==> src/rtl/spa_params.svh <==
/*
 Constants of the shared pin arbiter: port count, role widths, reset values.
 Assumes inclusion by the package and the design files, bare name.
*/
`ifndef SPA_PARAMS_SVH
`define SPA_PARAMS_SVH

// number of controller ports attached
`define SPA_PORT_COUNT 2
`define SPA_IDX_W 1

// shared role widths (downstream width is the widest port)
`define SPA_ADDR_W 18
`define SPA_DATA_W 16
`define SPA_CTL_W 2
`define SPA_IRQ_W 1

// per port widths of the shared roles, packed 8 bits per port
`define SPA_ADDR_W_LIST 16'h1012
`define SPA_DATA_W_LIST 16'h0810

// reset values
`define SPA_EN_RESET 1'b0
`define SPA_GRANT_RESET 1'b0

`endif

==> src/rtl/spa_pkg.sv <==
/*
 Types shared by the pin arbiter modules.
 Assumes spa_params.svh is on the include path.
*/
`include "spa_params.svh"

package spa_pkg;
    typedef enum logic [1:0] {
        SPA_IDLE,
        SPA_BUSY
    } spa_state_t;

    typedef logic [`SPA_PORT_COUNT-1:0] spa_vec_t;
    typedef logic [`SPA_IDX_W-1:0] spa_idx_t;
endpackage

==> src/rtl/spa_arb_if.sv <==
/*
 Carrier between the pin mux top and its round-robin arbiter.
 Assumes one clock domain; no clocking block.
*/
`timescale 1ns/1ps
`include "spa_params.svh"

interface spa_arb_if;
    spa_pkg::spa_vec_t req;
    spa_pkg::spa_vec_t gnt;
    spa_pkg::spa_idx_t owner;
    logic busy;

    modport arbiter (
        input req,
        output gnt,
        output owner,
        output busy
    );
    modport user (
        output req,
        input gnt,
        input owner,
        input busy
    );
endinterface

==> src/rtl/spa_pin_mux.sv <==
/*
 Pin sharing mux: several memory controllers share one pin bridge port.
 Assumes controllers and bridge run on clk; bridge registers the pads.
 Shared roles: address (output), data (bidirectional), control (tri-state
 output), interrupt (input). Port 0 keeps a private chip select and port 1
 a private interrupt input, both unshared.
*/
`timescale 1ns/1ps
`include "spa_params.svh"

// Summary of operation
// - at most one granted port drives the shared downstream pins; none while idle
// - grants rotate round-robin over requesting ports
// - granted port's values and enables appear at the bridge
// - same-role signals merge onto one downstream signal, fixed at build
// - each signal is a drive value, a drive enable or an input
// - bidirectional role has out, enable and in signals
// - tri-state output role has out and enable only
// - tri-state enables are off while reset is active
// - plain output has value only; plain input has value only
// - narrower port signals align at bit zero
// - bits above a granted narrow port's width read zero
// - unshared signals pass straight through
// - port count is a build-time constant setting port pairs
// - all drive enables are off during reset
// - grant holds until one cycle after request falls
// - no port gets a new grant when no port requests
module spa_pin_mux (
    input wire logic clk, // system clock
    input wire logic rst, // async reset, active high
    input wire logic [`SPA_PORT_COUNT-1:0] req, // per port request
    output logic [`SPA_PORT_COUNT-1:0] gnt, // per port grant
    // upstream shared roles, one lane per port
    input wire logic [`SPA_PORT_COUNT*`SPA_ADDR_W-1:0] up_addr_out, // addr
    input wire logic [`SPA_PORT_COUNT*`SPA_DATA_W-1:0] up_data_out, // data
    input wire logic [`SPA_PORT_COUNT-1:0] up_data_outen, // data enable
    output logic [`SPA_DATA_W-1:0] up_data_in, // data seen at pins
    input wire logic [`SPA_PORT_COUNT*`SPA_CTL_W-1:0] up_ctl_out, // control
    input wire logic [`SPA_PORT_COUNT-1:0] up_ctl_outen, // control enable
    output logic [`SPA_IRQ_W-1:0] up_irq_in, // shared interrupt seen
    // unshared signals
    input wire logic up0_cs_out, // port 0 private chip select
    output logic dn_cs_out, // private chip select to bridge
    input wire logic dn_aux_in, // private input from bridge
    output logic up1_aux_in, // private input to port 1
    // downstream bridge port
    output logic [`SPA_ADDR_W-1:0] dn_addr_out, // shared address
    output logic [`SPA_DATA_W-1:0] dn_data_out, // shared data value
    output logic dn_data_outen, // data enable, high drives
    input wire logic [`SPA_DATA_W-1:0] dn_data_in, // data from bridge
    output logic [`SPA_CTL_W-1:0] dn_ctl_out, // shared control value
    output logic dn_ctl_outen, // control enable, high drives
    input wire logic [`SPA_IRQ_W-1:0] dn_irq_in // interrupt from bridge
);
    localparam int N = `SPA_PORT_COUNT;
    localparam logic [15:0] ADDR_WL = `SPA_ADDR_W_LIST;
    localparam logic [15:0] DATA_WL = `SPA_DATA_W_LIST;

    spa_arb_if arb ();

    spa_rr_arbiter u_arb (
        .clk(clk),
        .rst(rst),
        .arb(arb.arbiter)
    );

    assign arb.req = req;
    assign gnt = arb.gnt;

    // *****************************************************************
    // width masks
    // *****************************************************************
    // build-time lane width becomes a low-bit mask
    function automatic logic [`SPA_DATA_W-1:0] data_mask(input int w);
        logic [`SPA_DATA_W-1:0] m;
        m = '0;
        for (int i = 0; i < `SPA_DATA_W; i++) begin
            if (i < w) begin
                m[i] = 1'b1;
            end
        end
        return m;
    endfunction

    function automatic logic [`SPA_ADDR_W-1:0] addr_mask(input int w);
        logic [`SPA_ADDR_W-1:0] m;
        m = '0;
        for (int i = 0; i < `SPA_ADDR_W; i++) begin
            if (i < w) begin
                m[i] = 1'b1;
            end
        end
        return m;
    endfunction

    // *****************************************************************
    // per port lanes, masked to the port's own width
    // *****************************************************************
    logic [`SPA_ADDR_W-1:0] addr_lane [N];
    logic [`SPA_DATA_W-1:0] data_lane [N];
    logic [`SPA_CTL_W-1:0] ctl_lane [N];

    genvar p;
    generate
        for (p = 0; p < N; p++) begin : gen_lane
            localparam int AW = int'(ADDR_WL[8*p +: 8]);
            localparam int DW = int'(DATA_WL[8*p +: 8]);
            // zero above the lane width, aligned at bit zero
            assign addr_lane[p] = up_addr_out[p*`SPA_ADDR_W +: `SPA_ADDR_W]
                                  & addr_mask(AW);
            assign data_lane[p] = up_data_out[p*`SPA_DATA_W +: `SPA_DATA_W]
                                  & data_mask(DW);
            assign ctl_lane[p] = up_ctl_out[p*`SPA_CTL_W +: `SPA_CTL_W];
        end
    endgenerate

    // *****************************************************************
    // selection of the granted port
    // *****************************************************************
    wire spa_pkg::spa_idx_t sel = arb.owner;
    wire owned = arb.busy;
    wire [`SPA_ADDR_W-1:0] addr_sel = addr_lane[sel];
    wire [`SPA_DATA_W-1:0] data_sel = data_lane[sel];
    wire [`SPA_CTL_W-1:0] ctl_sel = ctl_lane[sel];
    // no owner means nobody drives: enables forced off
    wire data_en_sel = owned & up_data_outen[sel];
    wire ctl_en_sel = owned & up_ctl_outen[sel];

    // *****************************************************************
    // downstream registers
    // *****************************************************************
    // registered so pins change only on clock edges; costs one cycle
    always_ff @(posedge clk or posedge rst) begin
        if (rst) begin
            dn_addr_out <= '0;
            dn_data_out <= '0;
            dn_ctl_out <= '0;
        end else begin
            dn_addr_out <= owned ? addr_sel : '0;
            dn_data_out <= owned ? data_sel : '0;
            dn_ctl_out <= owned ? ctl_sel : '0;
        end
    end

    // enables held off through reset
    always_ff @(posedge clk or posedge rst) begin
        if (rst) begin
            dn_data_outen <= `SPA_EN_RESET;
            dn_ctl_outen <= `SPA_EN_RESET;
        end else begin
            dn_data_outen <= data_en_sel;
            dn_ctl_outen <= ctl_en_sel;
        end
    end

    // unshared output, straight through at the same latency
    always_ff @(posedge clk or posedge rst) begin
        if (rst) begin
            dn_cs_out <= 1'b0;
        end else begin
            dn_cs_out <= up0_cs_out;
        end
    end

    // *****************************************************************
    // inputs fanned out to every port; the private input goes to port 1 only
    // *****************************************************************
    // bridge already registers the pads, so one stage here suffices
    always_ff @(posedge clk or posedge rst) begin
        if (rst) begin
            up_data_in <= '0;
            up_irq_in <= '0;
            up1_aux_in <= 1'b0;
        end else begin
            up_data_in <= dn_data_in;
            up_irq_in <= dn_irq_in;
            up1_aux_in <= dn_aux_in;
        end
    end
endmodule

==> src/rtl/spa_rr_arbiter.sv <==
/*
 Round-robin arbiter with hold-until-release grants.
 Assumes requests come from logic on the same clock.
*/
`timescale 1ns/1ps
`include "spa_params.svh"

module spa_rr_arbiter (
    input wire logic clk, // system clock
    input wire logic rst, // async reset, active high
    spa_arb_if.arbiter arb // request, grant and owner
);
    localparam int N = `SPA_PORT_COUNT;

    spa_pkg::spa_state_t state_r;
    spa_pkg::spa_state_t state_nxt;
    spa_pkg::spa_idx_t owner_r;
    spa_pkg::spa_idx_t owner_nxt;
    spa_pkg::spa_idx_t last_r;
    spa_pkg::spa_idx_t last_nxt;
    spa_pkg::spa_idx_t pick;
    logic any_req;
    logic owner_req;

    // *****************************************************************
    // rotating choice
    // *****************************************************************
    // first requester after the last owner wins
    function automatic spa_pkg::spa_idx_t next_owner(
        input spa_pkg::spa_vec_t req,
        input spa_pkg::spa_idx_t last
    );
        spa_pkg::spa_idx_t sel;
        int k;
        sel = last;
        for (int i = N; i >= 1; i--) begin
            k = (int'(last) + i) % N;
            if (req[k]) begin
                sel = spa_pkg::spa_idx_t'(k);
            end
        end
        return sel;
    endfunction

    assign any_req = |arb.req;
    assign pick = next_owner(arb.req, last_r);
    assign owner_req = arb.req[owner_r];

    // *****************************************************************
    // grant sequencing
    // *****************************************************************
    always_comb begin
        state_nxt = state_r;
        owner_nxt = owner_r;
        last_nxt = last_r;
        case (state_r)
            spa_pkg::SPA_IDLE: begin
                // no default owner while nobody asks
                if (any_req) begin
                    state_nxt = spa_pkg::SPA_BUSY;
                    owner_nxt = pick;
                    last_nxt = pick;
                end
            end
            spa_pkg::SPA_BUSY: begin
                // request low in this cycle marks the final granted cycle
                if (!owner_req) begin
                    state_nxt = spa_pkg::SPA_IDLE;
                end
            end
            default: begin
                state_nxt = spa_pkg::SPA_IDLE;
            end
        endcase
    end

    always_ff @(posedge clk or posedge rst) begin
        if (rst) begin
            state_r <= spa_pkg::SPA_IDLE;
            owner_r <= '0;
            last_r <= spa_pkg::spa_idx_t'(N - 1);
        end else begin
            state_r <= state_nxt;
            owner_r <= owner_nxt;
            last_r <= last_nxt;
        end
    end

    // *****************************************************************
    // grant outputs
    // *****************************************************************
    genvar g;
    generate
        for (g = 0; g < N; g++) begin : gen_gnt
            assign arb.gnt[g] = (state_r == spa_pkg::SPA_BUSY) &&
                                (owner_r == spa_pkg::spa_idx_t'(g));
        end
    endgenerate

    assign arb.owner = owner_r;
    assign arb.busy = (state_r == spa_pkg::SPA_BUSY);
endmodule

==> config.mk <==
export PLATFORM = sky130hd
export DESIGN_NAME = spa_pin_mux
export DESIGN_NICKNAME = d
export VERILOG_FILES = /design/src/rtl/spa_pkg.sv /design/src/rtl/spa_arb_if.sv /design/src/rtl/spa_pin_mux.sv /design/src/rtl/spa_rr_arbiter.sv
export VERILOG_INCLUDE_DIRS = /design/src /design/src/rtl
export SDC_FILE = /design/constraint.sdc
export NUM_CORES = 1
export LEC_CHECK = 0
export BUFFER_PORTS_ARGS = -buffer_cell sky130_fd_sc_hd__buf_4
export CELL_PAD_IN_SITES_DETAIL_PLACEMENT = 2
export CELL_PAD_IN_SITES_GLOBAL_PLACEMENT = 2
export CORE_ASPECT_RATIO = 1.25
export CORE_MARGIN = 5
export CORE_UTILIZATION = 26
export CTS_BUF_LIST = sky130_fd_sc_hd__clkbuf_8
export CTS_CLUSTER_DIAMETER = 60
export DETAILED_ROUTE_END_ITERATION = 8
export GPL_TIMING_DRIVEN = 0
export PLACE_DENSITY_LB_ADDON = 0.25
export SLEW_MARGIN = 20
export SYNTH_ARGS = -nofsm -noshare
export SYNTH_HDL_FRONTEND = slang
export SYNTH_SLANG_ARGS = --single-unit
==> constraint.sdc <==
create_clock -name clk -period 3.04 [get_ports clk]
set_input_delay 0.152 -clock clk [delete_from_list [all_inputs] [get_ports clk]]
set_output_delay 0.152 -clock clk [all_outputs]
set_load 0.02 [all_outputs]
==> impl_metrics.csv <==
group,metric,value,unit
power_and_ir_drop,ir_drop,494,uV
detailed_routing,avgRoutedWirePerCell,21.1,um
critical_path,cp-start-kind,"register",
critical_path,cpPeakStageDelay,0.37,ns
floorplan,coreArea,7880,sq um
outcome,status,"complete, no violations",
sta,fin_tns_setup,0,ns
synth,synth_area,2120,sq um
power_and_ir_drop,p_total,2950,uW
clocking,cts_max_level,3,
detailed_routing,first_pass_iters,2,
floorplan,fp.dieH,111,um
synth,synth_fp_nets,245,
critical_path,critPathTopFamily,"buffers and inverters",
placement,dp_hpwl,5590,um
cells_and_area,fill_cells,791,
grt,antenna_found_initial,0,
placement,globalplace.congestion,0.692,
clocking,cts_tree,"done",
synth,syn-instance-count,146,
critical_path,required,2.89,ns
run,maxCapViolCount,0,
synth,yosysUniqueCellTypes,17,
grt,grt_pass1_wl,14100,um
cells_and_area,area_delta_synth_final,80.7,%
sta,slew_headroom,65.8,%
synth,syn_avg_cell_area,14.5,sq um
sta,skew,0.0105,ns
cells_and_area,final_cell_mix,"147 x buf_4, 59 x dfrtp_1, 29 x mux2i_1, 29 x nor2_1, 21 x dlygate4sd3_1",
synth,yosys_register_bits,60,
synth,yosys_warnings,0,
sta,drv_slew,0,
placement,io_buffers,147,
power_and_ir_drop,internal_power,2010,uW
clocking,clock_sinks,60,
sta,fmax,692,MHz
clocking,cts-root-buf,"clkbuf_8",
floorplan,fp.dieArea,10100,sq um
clocking,post_cts_resized,0,
clocking,post_cts_buffers,0,
detailed_routing,routed_wl,8990,um
clocking,clockBufferDepth,2,
detailed_routing,vias_per_cell,4.36,
grt,grt_overflow_total,0,
cells_and_area,drive_above_1_share,52.9,%
cells_and_area,layout_commonest_cell,"buf_4",
grt,top_usage_layer,"met2",
sta,finalHoldViolCount,0,
power_and_ir_drop,p_seq_share,34.3,%
clocking,clock_latency,0.34,ns
clocking,numCtsBuffers,9,
synth,synth.area.top_cells,"dfrtp_1 70%, mux2i_1 14%, nor2_1 5.1%",
min_path,hold_class,"in -> reg",
critical_path,crit_fanout,10,
critical_path,cp.buffers_inverters,3,
grt,grt_use_total,18.5,%
critical_path,worstPathArrival,1.29,ns
critical_path,end_kind,"primary output",
synth,synth_top_area_share,69.6,%
grt,use_met2,34.0,%
cells_and_area,nNetsFinal,425,
floorplan,die_w,90.8,um
sta,min_period,1.45,ns
power_and_ir_drop,leakagePower,0.00203,uW
detailed_routing,drc_errors,0,
synth,ys_seq_area_share,70.8,%
clocking,clk_pin_slew,0.07,ns
grt,grt_max_degree,55,
grt,met1_usage,19.1,%
power_and_ir_drop,p_per_area,770,nW/um^2
detailed_routing,vias,1856,
sta,tightest_slew,0.513,ns
power_and_ir_drop,netSwitchingFraction,31.9,%
grt,grt_use_met3,6.92,%
critical_path,path_cells,"buf_6 > buf_6 > and2_1 > buf_4",
floorplan,initial_core_util,26.9,%
sta,holdWs,0.0252,ns
critical_path,critPathKind,"reg -> out",
sta,setup_viol,0,
critical_path,cpMostUsedCell,"buf_6",
floorplan,io_pins,158,
sta,post-route-period-util,47.6,%
floorplan,rows,36,
synth,synth_top_cell_by_area,"dfrtp_1",
power_and_ir_drop,power_frac_comb,34.9,%
power_and_ir_drop,switching_power,941,uW
detailed_routing,drt_iter0_markers,39,
cells_and_area,n_antenna_cell,0,
critical_path,slowest_stage,"dfrtp_1",
sta,rsz0062_at_grt,"no",
detailed_routing,ant_nets,0,
grt,grt_pass1_vias,2295,
clocking,postCtsHoldBufs,21,
power_and_ir_drop,p_clk_share,30.8,%
critical_path,r2r_start,"u_arb.state_r[0]",
critical_path,crit_start,"u_arb.arb.owner",
min_path,min-delay-start,"up_data_out[15]",
## cells in the mapped netlist
cell type / n
a21o_1: 1
a21oi_1: 1
a32o_1: 1
and2_1: 11
buf_6: 5
buf_8: 2
clkbuf_1: 1
dfrtp_1: 59
dfstp_2: 1
inv_1: 1
inv_2: 1
mux2i_1: 29
nand2_1: 1
nand2b_1: 1
nor2_1: 29
nor2b_4: 1
nor3b_1: 1
## cells by family after synthesis
group / synth area share [%]
compound gates: 1.06
buf+inv: 4.60
flops: 70.8
mux: 13.7
simple gates: 9.85
## sequential cells by signal, indices dropped and copies added, names as in the netlist
signal	count
dn_ctl_out	2
u_arb.last_r	1
dn_addr_out	18
dn_cs_out	1
dn_data_out	16
dn_ctl_outen	1
up_irq_in	1
u_arb.state_r	1
up_data_in	16
u_arb.arb.owner	1
dn_data_outen	1
up1_aux_in	1
## metrics by stage
stage                     cell area (sq um)  cells  util [%]  setup WS, ns
final                                  3830    426      48.6          1.59
after detailed placement               3370    389      42.8          1.81
after global routing                   3830    426      48.6          1.52
after CTS                              3830    426      48.6          1.56
after floorplan                        2120    146         -          1.40
after global placement                 3340    388      42.4         0.567
## power by group through the flow
stage | registers [uW] | clock network, uW | logic (uW)
3_5_place_dp | 1020 | 0 | 1000
3_3_place_gp | 1010 | 0 | 977
4_1_cts | 1010 | 926 | 1030
6_report | 1010 | 910 | 1030
5_1_grt | 1030 | 979 | 1110
2_1_floorplan | 1190 | 0 | 397
## final timing paths
kind                                   end  slack (ns)  cells past startpoint
max reg2reg                dn_addr_out[14]        1.83                      3
min reg2reg                   u_arb.last_r        0.52                      1
max in group asynchronous     u_arb.last_r        2.25                      4
min in group asynchronous    up_data_in[3]        0.25                      3
max                                 gnt[1]        1.59                      4
min                        dn_data_out[15]        0.03                      2
## area by class of cell
cell class                 instances  area [sq um]  area share [%]
inverter                           2          10.0           0.261
clock inverter                     6           111            2.90
sequential                        60          1500            39.2
tap                               95           119            3.10
clock buffer                      10           138            3.59
multi-input combinational         76           522            13.6
buffer                             8          90.1            2.35
timing repair buffer             169          1340            35.0
## routing by layer
metal / share of wire [%] / up-vias / wire length, um
li1: - / 829 / -
met1: 35 / 915 / 3150
met2: 55 / 105 / 4910
met3: 9.1 / 7 / 821
met4: 1.2 / 0 / 110
met5: 0 / - / 0
Note: power is estimated with default switching activity, not from simulation.
